[config.mk]
export PLATFORM = sky130hd
export DESIGN_NAME = sbst_tap
export DESIGN_NICKNAME = d
export VERILOG_FILES = /design/src/shared/sbst_pkg.sv /design/src/design/sbst_sync.sv /design/src/design/sbst_tap.sv
export VERILOG_INCLUDE_DIRS = /design/src /design/src/shared
export SDC_FILE = /design/constraint.sdc
export NUM_CORES = 1
export LEC_CHECK = 0
export BUFFER_PORTS_ARGS = -buffer_cell sky130_fd_sc_hd__buf_2
export CAP_MARGIN = 15
export CORE_MARGIN = 4
export CORE_UTILIZATION = 55
export CTS_CLUSTER_DIAMETER = 80
export DETAILED_ROUTE_END_ITERATION = 8
export GPL_TIMING_DRIVEN = 0
export PLACE_DENSITY = 0.77
export SETUP_SLACK_MARGIN = 0.3
export SLEW_MARGIN = 20
export SYNTH_ARGS = -nofsm -noshare
export SYNTH_HDL_FRONTEND = slang
export SYNTH_SLANG_ARGS = --single-unit
[constraint.sdc]
create_clock -name clk -period 1.95 [get_ports clk]
set_clock_uncertainty 0.05 [all_clocks]
set_input_delay 0.195 -clock clk [delete_from_list [all_inputs] [get_ports clk]]
set_output_delay 0.195 -clock clk [all_outputs]
set_load 0.05 [all_outputs]
[src/shared/sbst_cfg.svh]
// Purpose: constants of the memory test access port
// Assumes: included by package and design files
// Notes:   instruction codes, id fields, sizes
`ifndef SBST_CFG_SVH
`define SBST_CFG_SVH

`define SBST_IR_WIDTH        3
`define SBST_ID_WIDTH        32
`define SBST_BSR_WIDTH       70
`define SBST_INS_EXTEST      3'h0
`define SBST_INS_IDCODE      3'h1
`define SBST_INS_SAMPLEZ     3'h2
`define SBST_INS_SAMPLE      3'h4
`define SBST_INS_BYPASS      3'h7
`define SBST_IR_CAPTURE      2'h1
`define SBST_ID_REVISION     3'h0
`define SBST_ID_DEPARTMENT   3'h5
`define SBST_ID_VOLTAGE      2'h0
`define SBST_ID_ARCH         3'h1
`define SBST_ID_MEMTYPE      3'h0
`define SBST_ID_WIDTH_X18    3'h2
`define SBST_ID_WIDTH_X36    3'h4
`define SBST_ID_WIDTH_X72    3'h6
`define SBST_ID_DENSITY      3'h4
// vendor code is an arbitrary neutral value
`define SBST_ID_VENDOR       11'h2A5
`define SBST_ID_PRESENT      1'h1
`define SBST_RESET_TMS_EDGES 3'h5

`endif

[src/shared/sbst_pkg.sv]
// Purpose: types of the memory test access port
// Assumes: sbst_cfg.svh available on the include path
// Notes:   timing counts live in the header
`include "sbst_cfg.svh"

package sbst_pkg;

   typedef enum logic [3:0] {
      TEST_LOGIC_RESET, RUN_TEST_IDLE, SELECT_DR, CAPTURE_DR, SHIFT_DR, EXIT1_DR,
      PAUSE_DR, EXIT2_DR, UPDATE_DR, SELECT_IR, CAPTURE_IR, SHIFT_IR, EXIT1_IR,
      PAUSE_IR, EXIT2_IR, UPDATE_IR
   } sbst_tap_e;

   typedef struct packed {
      logic tck;
      logic tms;
      logic tdi;
   } sbst_pins_s;

   typedef struct packed {
      logic tdo;
      logic tdoEn;
   } sbst_tdo_s;

endpackage

[src/design/sbst_sync.sv]
// Purpose: two-flop synchroniser for the test pins
// Assumes: inputs asynchronous to clk
// Notes:   first stage read only by the second
`timescale 1ns/1ps
`default_nettype none

module sbst_sync #(
   parameter int WIDTH = 3
) (
   input  wire logic             clk,
   input  wire logic             reset_n,
   input  wire logic [WIDTH-1:0] asyncIn,
   output logic      [WIDTH-1:0] syncOut
);

   typedef struct packed {
      logic [WIDTH-1:0] meta;
      logic [WIDTH-1:0] sync;
   } sbst_sync_s;

   sbst_sync_s state_q;
   sbst_sync_s state_d;

   always_comb begin
      state_d      = state_q;
      state_d.meta = asyncIn;
      state_d.sync = state_q.meta;
   end

   always_ff @(posedge clk) begin
      if (!reset_n) begin
         state_q <= '0;
      end else begin
         state_q <= state_d;
      end
   end

   assign syncOut = state_q.sync;

endmodule

`default_nettype wire

[src/design/sbst_tap.sv]
// Purpose: boundary-scan test port of a pipelined memory
// Assumes: test clock sampled by clk, far slower than clk
// Notes:   pin ring arrives as a parallel vector from the memory core
//
// Functional notes
// - code 000 captures pin ring, selects scan register, floats memory outputs
// - code 001 captures id value and selects it, memory unaffected
// - code 010 captures ring, selects scan register, floats memory outputs
// - code 100 captures ring, selects scan register, no preload, memory unaffected
// - code 111 selects one-bit bypass, memory unaffected
// - update-dr under sample changes nothing, like pause-dr
// - after capture, shift-dr shifts scan register out
// - bypass in shift-dr gives one-stage path from input to output
// - id bit 0 always reads one
// - id fields hardwired at their documented positions
// - width field gives distinct code per data-width configuration
// - five high mode-select edges reset the port, memory undisturbed
// - power-up and test-logic reset load the id instruction
// - capture-ir loads 01 into the two low instruction bits
// - inputs sampled on rising test-clock edges, output on falling
`timescale 1ns/1ps
`default_nettype none
`include "sbst_cfg.svh"

module sbst_tap #(
   parameter int         BSR_WIDTH = `SBST_BSR_WIDTH,
   parameter logic [1:0] DATA_CFG  = 2'h1
) (
   input  wire logic                 clk,
   input  wire logic                 reset_n,
   input  wire sbst_pkg::sbst_pins_s testPins,
   input  wire logic [BSR_WIDTH-1:0] pinRing,
   output sbst_pkg::sbst_tdo_s       testOut,
   output logic                      memOutDisable,
   output logic [2:0]                activeInstr
);
   import sbst_pkg::*;

   // a bit-select needs a named constant, not a bare literal
   localparam logic [1:0] ID_VOLT = `SBST_ID_VOLTAGE;

   typedef struct packed {
      sbst_tap_e            tap;
      logic                 tckLast;
      logic [2:0]           irShift;
      logic [2:0]           irActive;
      logic                 bypass;
      logic [31:0]          idShift;
      logic [BSR_WIDTH-1:0] bsr;
      logic                 tdo;
      logic                 tdoEn;
      logic                 hiZ;
   } sbst_state_s;

   sbst_state_s state_q;
   sbst_state_s state_d;
   logic [2:0]  pinSync;
   logic        tck;
   logic        tms;
   logic        tdi;
   logic        rise;
   logic        fall;
   logic [2:0]  widthCode;
   logic [31:0] idValue;
   logic        serialOut;

   sbst_sync #(
      .WIDTH(3)
   ) u_sync (
      .clk    (clk),
      .reset_n(reset_n),
      .asyncIn({testPins.tck, testPins.tms, testPins.tdi}),
      .syncOut(pinSync)
   );

   assign tck  = pinSync[2];
   assign tms  = pinSync[1];
   assign tdi  = pinSync[0];
   assign rise = tck & ~state_q.tckLast;
   assign fall = ~tck & state_q.tckLast;

   always_comb begin
      unique case (DATA_CFG)
         2'h0:    widthCode = `SBST_ID_WIDTH_X18;
         2'h1:    widthCode = `SBST_ID_WIDTH_X36;
         default: widthCode = `SBST_ID_WIDTH_X72;
      endcase
   end

   // vendor field is an arbitrary neutral value
   assign idValue = {`SBST_ID_REVISION, ID_VOLT[1], `SBST_ID_DEPARTMENT, ID_VOLT[0],
                     `SBST_ID_ARCH, `SBST_ID_MEMTYPE, widthCode, `SBST_ID_DENSITY,
                     `SBST_ID_VENDOR, `SBST_ID_PRESENT};

   always_comb begin
      if (state_q.tap == SHIFT_IR) begin
         serialOut = state_q.irShift[0];
      end else begin
         unique case (state_q.irActive)
            `SBST_INS_IDCODE: serialOut = state_q.idShift[0];
            `SBST_INS_EXTEST,
            `SBST_INS_SAMPLEZ,
            `SBST_INS_SAMPLE: serialOut = state_q.bsr[0];
            default:          serialOut = state_q.bypass;
         endcase
      end
   end

   always_comb begin
      state_d         = state_q;
      state_d.tckLast = tck;
      if (rise) begin
         unique case (state_q.tap)
            TEST_LOGIC_RESET: state_d.tap = tms ? TEST_LOGIC_RESET : RUN_TEST_IDLE;
            RUN_TEST_IDLE:    state_d.tap = tms ? SELECT_DR : RUN_TEST_IDLE;
            SELECT_DR:        state_d.tap = tms ? SELECT_IR : CAPTURE_DR;
            CAPTURE_DR:       state_d.tap = tms ? EXIT1_DR : SHIFT_DR;
            SHIFT_DR:         state_d.tap = tms ? EXIT1_DR : SHIFT_DR;
            EXIT1_DR:         state_d.tap = tms ? UPDATE_DR : PAUSE_DR;
            PAUSE_DR:         state_d.tap = tms ? EXIT2_DR : PAUSE_DR;
            EXIT2_DR:         state_d.tap = tms ? UPDATE_DR : SHIFT_DR;
            UPDATE_DR:        state_d.tap = tms ? SELECT_DR : RUN_TEST_IDLE;
            SELECT_IR:        state_d.tap = tms ? TEST_LOGIC_RESET : CAPTURE_IR;
            CAPTURE_IR:       state_d.tap = tms ? EXIT1_IR : SHIFT_IR;
            SHIFT_IR:         state_d.tap = tms ? EXIT1_IR : SHIFT_IR;
            EXIT1_IR:         state_d.tap = tms ? UPDATE_IR : PAUSE_IR;
            PAUSE_IR:         state_d.tap = tms ? EXIT2_IR : PAUSE_IR;
            EXIT2_IR:         state_d.tap = tms ? UPDATE_IR : SHIFT_IR;
            UPDATE_IR:        state_d.tap = tms ? SELECT_DR : RUN_TEST_IDLE;
         endcase
         unique case (state_q.tap)
            TEST_LOGIC_RESET: state_d.irActive = `SBST_INS_IDCODE;
            CAPTURE_IR:       state_d.irShift = {state_q.irActive[2], `SBST_IR_CAPTURE};
            SHIFT_IR:         state_d.irShift = {tdi, state_q.irShift[2:1]};
            UPDATE_IR:        state_d.irActive = state_q.irShift;
            CAPTURE_DR: begin
               unique case (state_q.irActive)
                  `SBST_INS_IDCODE: state_d.idShift = idValue;
                  `SBST_INS_EXTEST,
                  `SBST_INS_SAMPLEZ,
                  `SBST_INS_SAMPLE: state_d.bsr = pinRing;
                  default:          state_d.bypass = 1'b0;
               endcase
            end
            SHIFT_DR: begin
               unique case (state_q.irActive)
                  `SBST_INS_IDCODE: state_d.idShift = {tdi, state_q.idShift[31:1]};
                  `SBST_INS_EXTEST,
                  `SBST_INS_SAMPLEZ,
                  `SBST_INS_SAMPLE: state_d.bsr = {tdi, state_q.bsr[BSR_WIDTH-1:1]};
                  default:          state_d.bypass = tdi;
               endcase
            end
            // no preload latch exists, so update-dr leaves every register alone
            UPDATE_DR:        state_d.bsr = state_q.bsr;
            default:          state_d.tap = state_d.tap;
         endcase
         // load on entry, so the fifth high edge resets from any state
         if (state_d.tap == TEST_LOGIC_RESET) begin
            state_d.irActive = `SBST_INS_IDCODE;
         end
      end
      if (fall) begin
         state_d.tdoEn = (state_q.tap == SHIFT_DR) || (state_q.tap == SHIFT_IR);
         // output held outside the shift states
         if (state_d.tdoEn) begin
            state_d.tdo = serialOut;
         end
      end
      // reserved codes float nothing; only the two capture-with-float codes do
      state_d.hiZ = (state_d.irActive == `SBST_INS_EXTEST) || (state_d.irActive == `SBST_INS_SAMPLEZ);
   end

   always_ff @(posedge clk) begin
      if (!reset_n) begin
         state_q          <= '0;
         state_q.tap      <= TEST_LOGIC_RESET;
         state_q.irActive <= `SBST_INS_IDCODE;
         state_q.irShift  <= `SBST_INS_IDCODE;
      end else begin
         state_q <= state_d;
      end
   end

   assign testOut       = '{tdo: state_q.tdo, tdoEn: state_q.tdoEn};
   assign memOutDisable = state_q.hiZ;
   assign activeInstr   = state_q.irActive;

endmodule

`default_nettype wire

==> reports/results.tsv <==
stage	metric	value	unit
status	outcome	finished, final reports clean	
route	Total Routed Length	17.0	mm
timing	Peak Freq	545	MHz
global_route	first-pass GRT wire length	26.0	mm
route	Via density	5.82	
placement	Port Buffers	79	
floorplanning	area of the die	12100	um^2
clock_network	CTS clk-pin slew, worst paths	0.06	ns
worst_setup_path	worst path arrival time	2.20	ns
worst_setup_path	CP peak stage delay	0.56	ns
yosys	Post-synth EDFFs	0	
clock_network	clk_lat worst skew	0.52	ns
route	vias post-DR	5827	
final_layout	non-filler cells in the finished layout	1002	
final_layout	fin util	80.6	%
timing	Tmin final	1.84	ns
yosys	ys async rst share	0	%
yosys	synthesized cell area	5710	um^2
floorplanning	Rows	36	
worst_setup_path	slowest cell on the critical path	or4b_4	
floorplanning	Die Y	110	um
timing	final setup violating endpoints	0	
yosys	top cells by area, synth	dfxtp_1, o211a_1, nand2_1, nand3_1, a21boi_0	
clock_network	CTS sink count	123	
route	drt first pass iters	5	
route	Detailed Route Iter0 Violations	443	
pwr	Leak	4.07	nW
worst_setup_path	Setup CP Type	reg2reg	
final_layout	fillers	594	
final_layout	post-route cell area	8020	um^2
floorplanning	Initial Utilization	57.3	%
timing	Fin Setup TNS	0	ns
flow_run	Max Cap Viol	0	
route	ANT nets after route	0	
worst_setup_path	Cell Chain, Critical Path	buf_6 -> or4b_4 -> buf_8 -> clkbuf_16 -> nand2_1 -> nand3_1 -> o211a_1	
final_layout	Antenna diodes	0	
yosys	Seq/Total Area, Yosys	43.1	%
pwr	maximum vdd drop	445	uV
yosys	syn nets	752	
worst_setup_path	Worst Path Required	2.31	ns
yosys	Primary FF master, synth	dfxtp_1	
placement	routability cong.	0.845	
clock_network	clock tree buffer depth	2	
worst_setup_path	critical path peak fanout	8	
floorplanning	io pins	81	
final_layout	Final nets	932	
timing	worst-margin pin slew	0.555	ns
worst_setup_path	startpoint types	flop	
hold_path	min-delay worst type	in2reg	
yosys	top cell type's share of synthesized area	43.1	%
clock_network	# H-tree levels	4	
placement	placed insts	889	
floorplanning	core area	9950	um^2
timing	final hold vios	0	
worst_setup_path	Critical Path Sink Type	flop	
yosys	Distinct cells, synth	47	
route	WL/cell	17.0	um
yosys	Syn Area/Cell	8.43	um^2
global_route	GRT Util Overall	27.5	%
yosys	flops & latches, synth	123	
pwr	Power Density	708	nW/um^2
global_route	initial antenna violation count	0	
clock_network	CTS Root Cell	clkbuf_8	
timing	Final Max Tran Viols	0	
route	detailed-route DRC error count	0	
yosys	Yosys warning count	0	
worst_setup_path	buffers and inverters on the worst path	3	
clock_network	Num CTS Buffers	17	
global_route	grt total ovfl	0	
final_layout	share of post-route cells with drive strength above 1	26.9	%
yosys	post-synthesis cell count	677	
timing	Worst slew margin	63.0	%
global_route	vias in the first global route	5541	
timing	RSZ-0062 raised after global routing	true	
placement	Post-DP HPWL	9.20	mm
global_route	pin count of the biggest net entering global routing	17	
final_layout	area grow syn2layout	40.6	%
yosys	post-synth top area cell	dfxtp_1	
worst_setup_path	Top delay family on crit path	simple AND/OR/NAND/NOR gates	
floorplanning	chip width	110	um
placement	dpl cell area	6270	um^2
clock_network	CTS tree	yes	
timing	Final Cycle Share	94.2	%
path summary, 6_finish.rpt:
kind,slack (ns),endpoint,cells past startpoint,from
max,0.11,state_q[48],7,state_q[114]
max reg2reg,0.11,state_q[48],7,state_q[114]
min reg2reg,0.39,u_sync.syncOut[0],1,u_sync.state_d[0]
min,0.008,state_q[66],4,pinRing[63]
routing by layer:
| metal | track usage, % | part of all wire, % | vias to the layer above |
|---|---|---|---|
| met1 | 33.0 | 42 | 2816 |
| met5 | 0 | 0 | - |
| met4 | 14.5 | 3.5 | 0 |
| met2 | 45.8 | 50 | 223 |
| met3 | 5.99 | 4.6 | 57 |
| li1 | - | - | 2731 |
report_power, final:
group	total (mW)	leakage (nW)	switching, mW	internal, mW
clock network	2.79	0.251	1.15	1.64
logic	0.360	2.83	0.162	0.198
registers	2.53	0.993	0.00702	2.52
state kept, by name, indices dropped and copies added, names as in the netlist:
register / flops
activeInstr: 3
memOutDisable: 1
state_q: 111
testOut: 2
u_sync.state_d: 3
u_sync.syncOut: 3
layout by cell type, fill, tap and decap left out, types with 13 or more instances in the layout:
master,netlist,final
nand2_1,171,160
dfxtp_1,123,119
nand3_1,93,89
buf_2,21,86
o211a_1,74,73
dlygate4sd3_1,0,65
buf_6,9,25
buf_4,14,21
a21boi_0,19,18
clkbuf_16,0,18
clkbuf_1,26,16
nor2_1,13,13
Yosys cell counts, types with 3 or more instances:
master	n
buf_2	21
a21oi_1	8
nand3_1	93
nor2_1	13
mux2i_1	6
a21boi_1	5
buf_6	9
buf_1	3
nor3_1	11
nor3b_1	12
o211a_1	74
nand2_1	171
nor2b_1	6
o21ai_0	6
nand2b_1	7
a21boi_0	19
clkbuf_1	26
inv_1	3
dfxtp_1	123
and3_1	5
buf_4	14
and2_1	8
area by class of cell:
class | instances | area (um^2) | area share, %
multi-input combinational | 478 | 3010 | 37.5
sequential | 123 | 2470 | 30.8
timing repair buffer | 161 | 1250 | 15.6
buffer | 73 | 587 | 7.31
clock buffer | 20 | 455 | 5.68
tap | 133 | 166 | 2.07
clock inverter | 11 | 71.3 | 0.889
inverter | 3 | 11.3 | 0.140
per-stage QoR:
stage,hold WS (ns),worst slack (ns),power [mW]
2_1_floorplan,0.272,0.305,2.70
3_3_place_gp,0.351,0.0556,2.80
3_5_place_dp,0.355,0.00817,2.81
4_1_cts,0.000721,0.184,5.66
5_1_grt,0.0229,0.0892,5.84
6_report,0.00782,0.114,5.68
worst min-delay path: stages:
cell     delay (ns)
buf_2          0.09
nand2_2        0.05
nand3_1        0.08
o211a_1        0.14
logic make-up (layout without fill, tap and decap cells):
group                    after synthesis  count (layout)  share of synthesized area [%]
AND/OR/NAND/NOR                      339             339                           27.7
multiplexers                           6               6                           1.05
adder cells (fa/ha/maj)                1               1                          0.175
XOR/XNOR                               2               2                          0.307
AO/OA/AOI/OAI                        130             130                           20.0
buffers and inverters                 76             268                           7.56
flip-flops                           123             123                           43.1
what timing repair did:
item                                   4_1_cts  5_1_grt
gates resized for setup                     75       59
setup endpoints to repair                  104      113
setup buffers                                7        2
pin swaps                                    7        6
cloned                                       6        2
endpoints found under the hold margin       65        0
hold buffers                                65        0
Power figures use the tool's default switching activity.
